===== config.mk =====
export PLATFORM = sky130hd
export DESIGN_NAME = bmc_top
export DESIGN_NICKNAME = d
export VERILOG_FILES = /design/src/rtl/bmc_pkg.sv /design/src/rtl/bmc_top.sv
export SDC_FILE = /design/constraint.sdc
export NUM_CORES = 1
export LEC_CHECK = 0
export ABC_CLOCK_PERIOD_IN_PS = 3550
export BUFFER_PORTS_ARGS = -buffer_cell sky130_fd_sc_hd__buf_2
export CAP_MARGIN = 20
export CORE_MARGIN = 3
export CORE_UTILIZATION = 45
export DETAILED_ROUTE_END_ITERATION = 8
export PLACE_DENSITY = 0.84
export REMOVE_ABC_BUFFERS = 1
export SLEW_MARGIN = 20
export SYNTH_ARGS = -nofsm -noshare
export SYNTH_HDL_FRONTEND = slang
export SYNTH_SLANG_ARGS = --single-unit

===== constraint.sdc =====
create_clock -name ref_clk_i -period 3.55 [get_ports ref_clk_i]
set_input_delay 0.1775 -clock ref_clk_i [delete_from_list [all_inputs] [get_ports ref_clk_i]]
set_output_delay 0.1775 -clock ref_clk_i [all_outputs]
set_load 0.02 [all_outputs]

===== src/rtl/bmc_pkg.sv =====
/*
  Package for the brownout monitor control block: register offsets, field
  positions, mode encodings and timing counts.
  Assumes a 40 MHz system clock and a 32 kHz oscillator tick fed in as an enable.
*/
package bmc_pkg;

  // Register byte offsets (all printed offsets are word-aligned here)
  localparam logic [7:0] OFF_CTRL_FIRST = 8'h00;
  localparam logic [7:0] OFF_CTRL_LEVEL = 8'h04;
  localparam logic [7:0] OFF_MON_CTRL = 8'h08;
  localparam logic [7:0] OFF_IRQ_CTRL = 8'h0c;
  localparam logic [7:0] OFF_IRQ_FLAG = 8'h10;
  localparam logic [7:0] OFF_STATUS = 8'h14;
  localparam logic [7:0] OFF_UNLOCK = 8'h18;

  // Field positions
  localparam int SLEEP_LSB = 0;
  localparam int ACTIVE_LSB = 2;
  localparam int SAMP_BIT = 4;
  localparam int CROSS_LSB = 1;
  localparam int IRQ_EN_BIT = 0;

  // Unlock key for the io-register key type, value arbitrary
  localparam logic [7:0] IO_REGISTER_UNLOCK_KEY = 8'hd8;
  // Unlock window in bus accesses (one instruction taken as one transfer)
  localparam logic [2:0] UNLOCK_WINDOW = 3'h4;

  // Operating modes
  typedef enum logic [1:0] {
    BMC_MODE_OFF = 2'b00,
    BMC_MODE_ON = 2'b01,
    BMC_MODE_SAMPLED = 2'b10,
    BMC_MODE_ON_HOLD = 2'b11
  } bmc_mode_t;

  // Crossing selection codes
  localparam logic [1:0] CROSS_ABOVE = 2'h0;
  localparam logic [1:0] CROSS_BELOW = 2'h1;
  localparam logic [1:0] CROSS_EITHER = 2'h2;

  // Oscillator rate and sample rates
  localparam int OSC_HZ = 32768;
  localparam int SAMPLE_FAST_HZ = 1000;
  localparam int SAMPLE_SLOW_HZ = 125;
  localparam int SAMPLE_FAST_TICKS = OSC_HZ / SAMPLE_FAST_HZ;
  localparam int SAMPLE_SLOW_TICKS = OSC_HZ / SAMPLE_SLOW_HZ;

  localparam logic [1:0] IRQ_VECTOR_OFFSET = 2'h0;

endpackage


===== src/rtl/bmc_top.sv =====
/*
  Brownout monitor control: fuse-loaded mode registers, sleep/active mode
  switching, sampling, brownout reset request, early-warning monitor with
  interrupt, key-protected sleep mode field, AHB-Lite register slave.
  Assumes comparator inputs and the oscillator tick are synchronous to ref_clk_i.
*/
// Added by the designer: the AHB-Lite register port and the placing of the registers.
// Notes on behaviour
// - Fuse values load level and modes at reset.
// - Level and active mode ignore CPU writes.
// - Sleep mode writable when unlocked, replaces fuse.
// - Enabled runs continuously; sampled pulses periodically.
// - Sleep entry uses sleep mode; wake uses active.
// - Request reset when supply below brownout threshold.
// - Monitor threshold percentage above brownout level.
// - Writing one enables monitor and its interrupt.
// - Crossing select: above, below or either.
// - Monitor follows detector mode, off or sampled.
// - Either-direction config sets flag on enable, except in sampled mode.
// - Sampled mode interrupts only for code one.
// - Configured crossing sets monitor flag.
// - Irq high while enable and flag set.
// - Single vector at offset zero.
// - Unprotected write accepted but value unchanged.
// - Only sleep field protected, io-register key.
// - Detector logic timed by 32 kHz oscillator.
// - Runs in debug; irq withheld while halted.
// - Mode codes off, on, sampled, on-hold.
// - Sample rate 1 kHz or 125 Hz; the slow count 262 is cut to 8 bits here, giving a 6-tick period.
// - Level codes 5, 15, 25 percent.
// - Status one when supply below monitor threshold.
`timescale 1ns/1ps
module bmc_top (
  input wire logic ref_clk_i,
  input wire logic rst_n_i,
  input wire logic hsel_i,
  input wire logic [31:0] haddr_i,
  input wire logic [1:0] htrans_i,
  input wire logic hwrite_i,
  input wire logic [2:0] hsize_i,
  input wire logic [31:0] hwdata_i,
  input wire logic hready_i,
  output logic [31:0] hrdata_o,
  output logic hreadyout_o,
  output logic hresp_o,
  input wire logic [2:0] fuse_level_i,
  input wire logic [1:0] fuse_active_i,
  input wire logic [1:0] fuse_sleep_i,
  input wire logic fuse_sample_rate_i,
  input wire logic osc_tick_i,
  input wire logic deep_sleep_i,
  input wire logic debug_halt_i,
  input wire logic supply_below_brownout_i,
  input wire logic supply_below_monitor_i,
  output logic brownout_reset_o,
  output logic detector_enable_o,
  output logic [2:0] level_select_o,
  output logic [1:0] monitor_level_select_o,
  output logic monitor_irq_o,
  output logic [1:0] monitor_irq_vector_o
);

  typedef struct packed {
    logic fuse_done;
    logic [2:0] level;
    logic [1:0] active_mode;
    logic [1:0] sleep_mode;
    logic sample_rate_select;
    logic [1:0] monitor_level_select;
    logic [1:0] monitor_crossing_select;
    logic monitor_irq_enable;
    logic monitor_irq_flag;
    logic monitor_below_status;
    logic prev_valid;
    logic [2:0] unlock_cnt;
    logic [7:0] tick_cnt;
    logic ph_valid;
    logic ph_write;
    logic [7:0] ph_addr;
    logic [31:0] rdata;
    logic brownout_reset;
    logic detector_enable;
    logic irq;
  } bmc_state_t;

  bmc_state_t s_q;
  bmc_state_t s_d;

  // Mode in force: sleep setting only in standby/power-down
  function automatic logic [1:0] cur_mode(input bmc_state_t s, input logic sl);
    cur_mode = sl ? s.sleep_mode : s.active_mode;
  endfunction

  // Decode one register for readback
  function automatic logic [31:0] read_reg(input bmc_state_t s, input logic [7:0] a);
    read_reg = 32'h0000_0000;
    case (a)
      bmc_pkg::OFF_CTRL_FIRST:
        read_reg[4:0] = {s.sample_rate_select, s.active_mode, s.sleep_mode};
      bmc_pkg::OFF_CTRL_LEVEL: read_reg[2:0] = s.level;
      bmc_pkg::OFF_MON_CTRL: read_reg[1:0] = s.monitor_level_select;
      bmc_pkg::OFF_IRQ_CTRL:
        read_reg[2:0] = {s.monitor_crossing_select, s.monitor_irq_enable};
      bmc_pkg::OFF_IRQ_FLAG: read_reg[0] = s.monitor_irq_flag;
      bmc_pkg::OFF_STATUS: read_reg[0] = s.monitor_below_status;
      default: read_reg = 32'h0000_0000;
    endcase
  endfunction

  logic [1:0] mode;
  logic sample_now;
  logic mon_active;
  logic rise_below;
  logic rise_above;
  logic cross_hit;
  logic wr_now;
  logic [7:0] period;

  // Next-state logic
  always_comb begin
    s_d = s_q;
    mode = cur_mode(s_q, deep_sleep_i);
    period = s_q.sample_rate_select ? 8'(bmc_pkg::SAMPLE_SLOW_TICKS)
                                    : 8'(bmc_pkg::SAMPLE_FAST_TICKS);
    sample_now = 1'b0;
    cross_hit = 1'b0;

    // Fuse capture runs on the first clock after reset is released
    if (!s_q.fuse_done) begin
      s_d.fuse_done = 1'b1;
      s_d.level = fuse_level_i;
      s_d.active_mode = fuse_active_i;
      s_d.sleep_mode = fuse_sleep_i;
      s_d.sample_rate_select = fuse_sample_rate_i;
    end

    // Sample timer advances only on oscillator ticks
    if (osc_tick_i) begin
      if (s_q.tick_cnt >= period - 8'h01) begin
        s_d.tick_cnt = 8'h00;
      end else begin
        s_d.tick_cnt = s_q.tick_cnt + 8'h01;
      end
    end
    case (mode)
      bmc_pkg::BMC_MODE_ON, bmc_pkg::BMC_MODE_ON_HOLD: sample_now = osc_tick_i;
      bmc_pkg::BMC_MODE_SAMPLED:
        sample_now = osc_tick_i && (s_q.tick_cnt == 8'h00);
      default: sample_now = 1'b0;
    endcase
    s_d.detector_enable = s_q.fuse_done && (mode != bmc_pkg::BMC_MODE_OFF);
    mon_active = s_q.detector_enable && s_q.monitor_irq_enable;

    // Brownout reset while detector active
    s_d.brownout_reset = s_q.detector_enable && supply_below_brownout_i;

    // Monitor sampling and crossing detection
    rise_below = supply_below_monitor_i && !s_q.monitor_below_status;
    rise_above = !supply_below_monitor_i && s_q.monitor_below_status;
    if (s_q.detector_enable && sample_now) begin
      s_d.monitor_below_status = supply_below_monitor_i;
      s_d.prev_valid = 1'b1;
      if (mon_active) begin
        if (mode == bmc_pkg::BMC_MODE_SAMPLED) begin
          // Sampled: only code one raises the flag
          cross_hit = (s_q.monitor_crossing_select == bmc_pkg::CROSS_BELOW)
                      && rise_below && s_q.prev_valid;
        end else begin
          case (s_q.monitor_crossing_select)
            bmc_pkg::CROSS_ABOVE: cross_hit = rise_above && s_q.prev_valid;
            bmc_pkg::CROSS_BELOW: cross_hit = rise_below && s_q.prev_valid;
            // Any difference, or first evaluation after enabling
            bmc_pkg::CROSS_EITHER:
              cross_hit = rise_above || rise_below || !s_q.prev_valid;
            default: cross_hit = 1'b0;
          endcase
        end
      end
    end
    if (!s_q.detector_enable) begin
      s_d.prev_valid = 1'b0;
    end

    // Unlock window counts down per bus transfer
    wr_now = s_q.ph_valid && s_q.ph_write;
    if (s_q.ph_valid && (s_q.unlock_cnt != 3'h0)) begin
      s_d.unlock_cnt = s_q.unlock_cnt - 3'h1;
    end

    // Bus write data phase
    if (wr_now) begin
      case (s_q.ph_addr)
        bmc_pkg::OFF_CTRL_FIRST: begin
          // Level, active and rate fields never change by software
          if (s_q.unlock_cnt != 3'h0) begin
            s_d.sleep_mode = hwdata_i[bmc_pkg::SLEEP_LSB +: 2];
          end
        end
        bmc_pkg::OFF_MON_CTRL: s_d.monitor_level_select = hwdata_i[1:0];
        bmc_pkg::OFF_IRQ_CTRL: begin
          s_d.monitor_crossing_select = hwdata_i[bmc_pkg::CROSS_LSB +: 2];
          s_d.monitor_irq_enable = hwdata_i[bmc_pkg::IRQ_EN_BIT];
          if (hwdata_i[bmc_pkg::IRQ_EN_BIT] && !s_q.monitor_irq_enable) begin
            s_d.prev_valid = 1'b0;
          end
        end
        bmc_pkg::OFF_IRQ_FLAG: begin
          if (hwdata_i[0]) begin
            s_d.monitor_irq_flag = 1'b0;
          end
        end
        bmc_pkg::OFF_UNLOCK: begin
          s_d.unlock_cnt = (hwdata_i[7:0] == bmc_pkg::IO_REGISTER_UNLOCK_KEY)
                           ? bmc_pkg::UNLOCK_WINDOW : 3'h0;
        end
        default: ;
      endcase
    end
    // Set wins over a same-cycle clear
    if (cross_hit) begin
      s_d.monitor_irq_flag = 1'b1;
    end

    // Address phase capture; slave never stalls
    s_d.ph_valid = hsel_i && hready_i && htrans_i[1];
    s_d.ph_write = hwrite_i;
    s_d.ph_addr = haddr_i[7:0];
    s_d.rdata = 32'h0000_0000;
    if (hsel_i && hready_i && htrans_i[1] && !hwrite_i) begin
      s_d.rdata = read_reg(s_d, haddr_i[7:0]);
    end

    // Request held while enabled and flagged; withheld during debug halt
    s_d.irq = s_d.monitor_irq_enable && s_d.monitor_irq_flag && !debug_halt_i;
  end

  // State register
  always_ff @(posedge ref_clk_i) begin
    if (!rst_n_i) begin
      s_q <= '0;
    end else begin
      s_q <= s_d;
    end
  end

  // Outputs straight from flops; bus response and vector tied to constants
  assign hrdata_o = s_q.rdata;
  assign hreadyout_o = 1'b1;
  assign hresp_o = 1'b0;
  assign brownout_reset_o = s_q.brownout_reset;
  assign detector_enable_o = s_q.detector_enable;
  assign level_select_o = s_q.level;
  assign monitor_level_select_o = s_q.monitor_level_select;
  assign monitor_irq_o = s_q.irq;
  assign monitor_irq_vector_o = bmc_pkg::IRQ_VECTOR_OFFSET;

endmodule


Yosys cells after proc, flatten, opt, wreduce, memory -nomap -nowiden --
Index checks and enable logic that the tools add are counted.
Cells by class: magnitude comparators 1, muxes and demuxes 29, add/subtract/negate cells 3, equality and inequality tests 15, reductions and logical operators 36
Operators by type and width (number):
- $eq A8 B4 Y1 const B | 4
- $eq A8 B5 Y1 const B | 4
- $logic_not A8 Y1 | 3
- $logic_and A1 B1 Y1 | 19
- $mux W8 | 2
- $mux W2 | 6
- $mux W3 | 4
- $mux W6 | 2
- $mux W1 | 9
- $add A8 B1 Y8 const B | 1
- $eq A8 B3 Y1 const B | 1
- $eq A8 B8 Y1 const B | 1
- $ge A8 B8 Y1 | 1
- $sub A6 B1 Y7 const B | 1
- $eq A2 B2 Y1 const B | 3
- $logic_not A1 Y1 | 6
- $pmux W1 S3 | 2
- $pmux W1 S6 | 1
- $eq A2 B1 Y1 const B | 2
- $mux W4 | 1
- $pmux W1 S4 | 1
- $reduce_and A3 Y1 | 1
- $reduce_bool A3 Y1 | 1
- $sub A3 B1 Y3 const B | 1
- 6 further kinds | 7
Word-level totals: register bits 73, output and inout bits 44, word-level logic and storage cells 106, input port bits 87

Longest topological paths before layout --
depth in word-level cells 11, depth in mapped cells 8, depth with buffers taken out 8

Worst setup path before layout --
OpenSTA, ideal clock, no wires.
kind register to register, start point reg s_q[45] (netlist name), end point reg s_q (netlist bit hrdata_o[0]), required time 3.467 ns, setup time 0.083 ns, data arrival time 2.087 ns, stages on the path, launching flop included 9, clock period less this slack 2.169 ns, slack 1.381 ns, path through dfxtp_1 -> inv_1 -> ha_1 -> or4b_1 -> or4_1 -> o21ai_2 -> mux2i_1 -> or4b_1 -> o221ai_1
On the way: word-level cells in the longest chain between the ends 7
RTL lines:
- from (decl) | line bmc_top.sv:86 | bmc_state_t s_q;
- from (signal assigned) | line bmc_top.sv:240 | s_q <= '0;
- from (signal assigned) | line bmc_top.sv:242 | s_q <= s_d;
- $logic_not A8 Y1 * | line bmc_top.sv:148 | sample_now = osc_tick_i && (s_q.tick_cnt == 8'h00);
- $logic_and A1 B1 Y1 * | line bmc_top.sv:148
- $pmux W1 S2 * | line bmc_top.sv:145 | case (mode)
- $logic_and A1 B1 Y1 * | line bmc_top.sv:160 | if (s_q.detector_enable && sample_now) begin
- $mux W1 | line bmc_top.sv:160
- $mux W1 | line bmc_top.sv:220 | if (cross_hit) begin
- $pmux W1 S6 * | line bmc_top.sv:97 | case (a)
Every way passes the cells marked *; elsewhere a longest branch is shown, timed or not. A chain may end at the register's enable or synchronous reset.

Worst setup path after layout --
Ends and elaborated chain as after synthesis.

==> impl_metrics.tcl <==
set metrics [dict create \
    status "complete, no violations" \
    drcViolationCount 0 \
    initial_core_util_pct 47.8 \
    cts_hold_buf 0 \
    crit_top_cell "or4b_1" \
    gp_congestion 0.841 \
    worstSetupEndpoint "hrdata_o[0]" \
    end_kind "flip-flop" \
    grt_setup_unrepaired "no" \
    cpPeakStageDelay_ns 0.51 \
    synth_enable_flop_cells 0 \
    r2r_cells 8 \
    slew_headroom_pct 60.4 \
    async_flop_share_pct 0 \
    critPathLaunchType "flip-flop" \
    routed_wirelength_microns 4410 \
    p_leak_uw 0.00119 \
    ys.flop_type "dfxtp_1" \
    fmax_ghz 0.419 \
    final_area_sq_mm 0.00254 \
    place_hpwl_microns 3450 \
    drtAntennaViolNets 0 \
    crit_start "s_q[45]" \
    dr.pass1.iters 5 \
    clk_latency_ns 0.30 \
    finClkSkew_ns 0.00332 \
    synth_most_common_cell "dfxtp_1" \
    cp.depth 8 \
    grt_max_degree 20 \
    synthesis.area_sq_mm 0.00233 \
    cts_buffers 5 \
    diodes 0 \
    placementRows 25 \
    grt_pass1_wl_microns 7620 \
    min_path_type "in2reg" \
    yosys.area.top_type "dfxtp_1" \
    hold_slack_ns 0.0328 \
    totalNegativeSetupSlack_ns 0 \
    fillers 442 \
    cp_top_family "simple AND/OR/NAND/NOR gates" \
    grt-ovfl-total 0 \
    crit_fanout 6 \
    worst_pin_slew_ns 0.589 \
    io_pins 131 \
    grt_pass1_vias 1654 \
    fp.dieH_microns 78.0 \
    drv_cap 0 \
    worstPathBufferInverterCount 1 \
    wl_per_cell_microns 12.3 \
    path_clk_slew_ns 0.08 \
    fin_crit_sh_pct 67.2 \
    worstPathArrival_ns 2.60 \
    clock_sinks 46 \
    yosysWarnings 0 \
    ir_drop_uv 317 \
    ctsResizeCount 0 \
    crit_chain "inv_1 > ha_1 > or4b_1 > or4_1 > o21ai_2 > mux2i_1 > or4b_1 > o221ai_1" \
    antenna_found_initial 0 \
    required_ns 3.77 \
    avgSynthCellArea_sq_um 9.12 \
    synth_top_area_share_pct 39.4 \
    setup_violations 0 \
    grt_use_total_pct 15.6 \
    cts_tree "done" \
    final_util_pct 52.1 \
    core-area_sq_mm 0.00488 \
    ys_seq_elements 46 \
    post_synth_num_cell_types 44 \
    clk_path_buf_depth 2 \
    num_vias 1725 \
    rrSetupSlack_ns 1.17 \
    timing.final.max_slew_violations 0 \
    final_nets 388 \
    syn_inst 256 \
    ys_top_cells_by_count "dfxtp_1, buf_4, nor2_1, mux2i_1, nand2_1" \
    clockRootBuffer "clkbuf_8" \
    die_area_sq_mm 0.00609 \
    r2r-end "hrdata_o[0]" \
    power.total_uw 1040 \
    ys_seq_area_share_pct 39.4 \
    power_density_mw_per_mm2 408 \
    path_class "reg2reg" \
    placed_area_sq_mm 0.00243 \
    cts_max_level 2 \
    area_delta_synth_final_pct 8.90 \
    drtIter0Drc 73 \
    io_buffers 47 \
    drive_gt1_share_pct 20.8 \
    cpMaxStageDelayCell "or4b_1" \
    period_minus_slack_ns 2.38 \
    viasPerCell 4.79 \
    synth_area_leaders "dfxtp_1, buf_4, mux2i_1" \
    die_width_microns 78.0 \
    reg2reg_from "s_q[45]" \
    final-hold-violation-count 0 \
    post_cts_buffers 0 \
]
==> routing by layer <==
layer,up-vias,global-route usage [%],share of wire [%]
met5,-,0,0
met4,0,6.47,1.7
met3,6,4.36,7.9
met2,77,24.6,45
met1,769,20.2,45
li1,873,-,-
==> cell usage in the layout, fill, tap and decap left out, drive strengths merged, types with 5 or more instances in the layout <==
master / netlist / layout
a21oi: 6 / 6
and2: 12 / 12
mux2i: 17 / 17
nand3: 5 / 5
mux2: 5 / 5
nor2: 31 / 31
conb: 2 / 31
ha: 9 / 9
xor2: 5 / 5
nand2: 16 / 16
inv: 7 / 7
clkbuf: 5 / 6
dfxtp: 46 / 46
buf: 42 / 47
==> registers in the layout (all words and copies together), names as in the netlist <==
register,flops
level_select_o,3
monitor_level_select_o,2
hrdata_o,5
brownout_reset_o,1
detector_enable_o,1
monitor_irq_o,1
s_q,33
==> how the worst min path moves through the flow <==
stage	startpoint	to	slack, ns	depth (start not counted)
after floorplan	rst_n_i	s_q[72]	0.21	0
after global placement	debug_halt_i	monitor_irq_o	0.36	2
after detailed placement	debug_halt_i	monitor_irq_o	0.35	2
after CTS	debug_halt_i	monitor_irq_o	0.03	2
after global routing	debug_halt_i	monitor_irq_o	0.03	2
final	debug_halt_i	monitor_irq_o	0.03	2
==> power breakdown <==
group          switching (uW)  internal, uW  total [uW]
Clock                     170           210         380
Combinational            72.0          40.8         113
Sequential               13.6           531         544
Total                     255           781        1040
==> cell families after synthesis <==
logic type | synth area share (%)
buf+inv | 15.3
fa+ha+maj | 4.82
other cells | 0.322
simple gates | 21.4
flops | 39.4
compound gates | 6.06
mux | 9.70
xor+xnor | 3.00
==> through the flow <==
stage,setup WS (ns),cells
floorplan,1.38,238
global placement,1.23,352
detailed placement,1.20,352
CTS,1.17,360
global route,1.08,360
finish,1.17,360
==> final cells by class <==
type                       instances  area [sq um]  share of cell area (%)
clock buffer                       6          72.6                    2.85
clock inverter                     2          37.5                    1.48
inverter                           7          26.3                    1.03
multi-input combinational        185          1170                    45.9
sequential                        46           921                    36.2
tap                               67          83.8                    3.30
timing repair buffer              47           235                    9.25
Power figures use the tool's default switching activity.
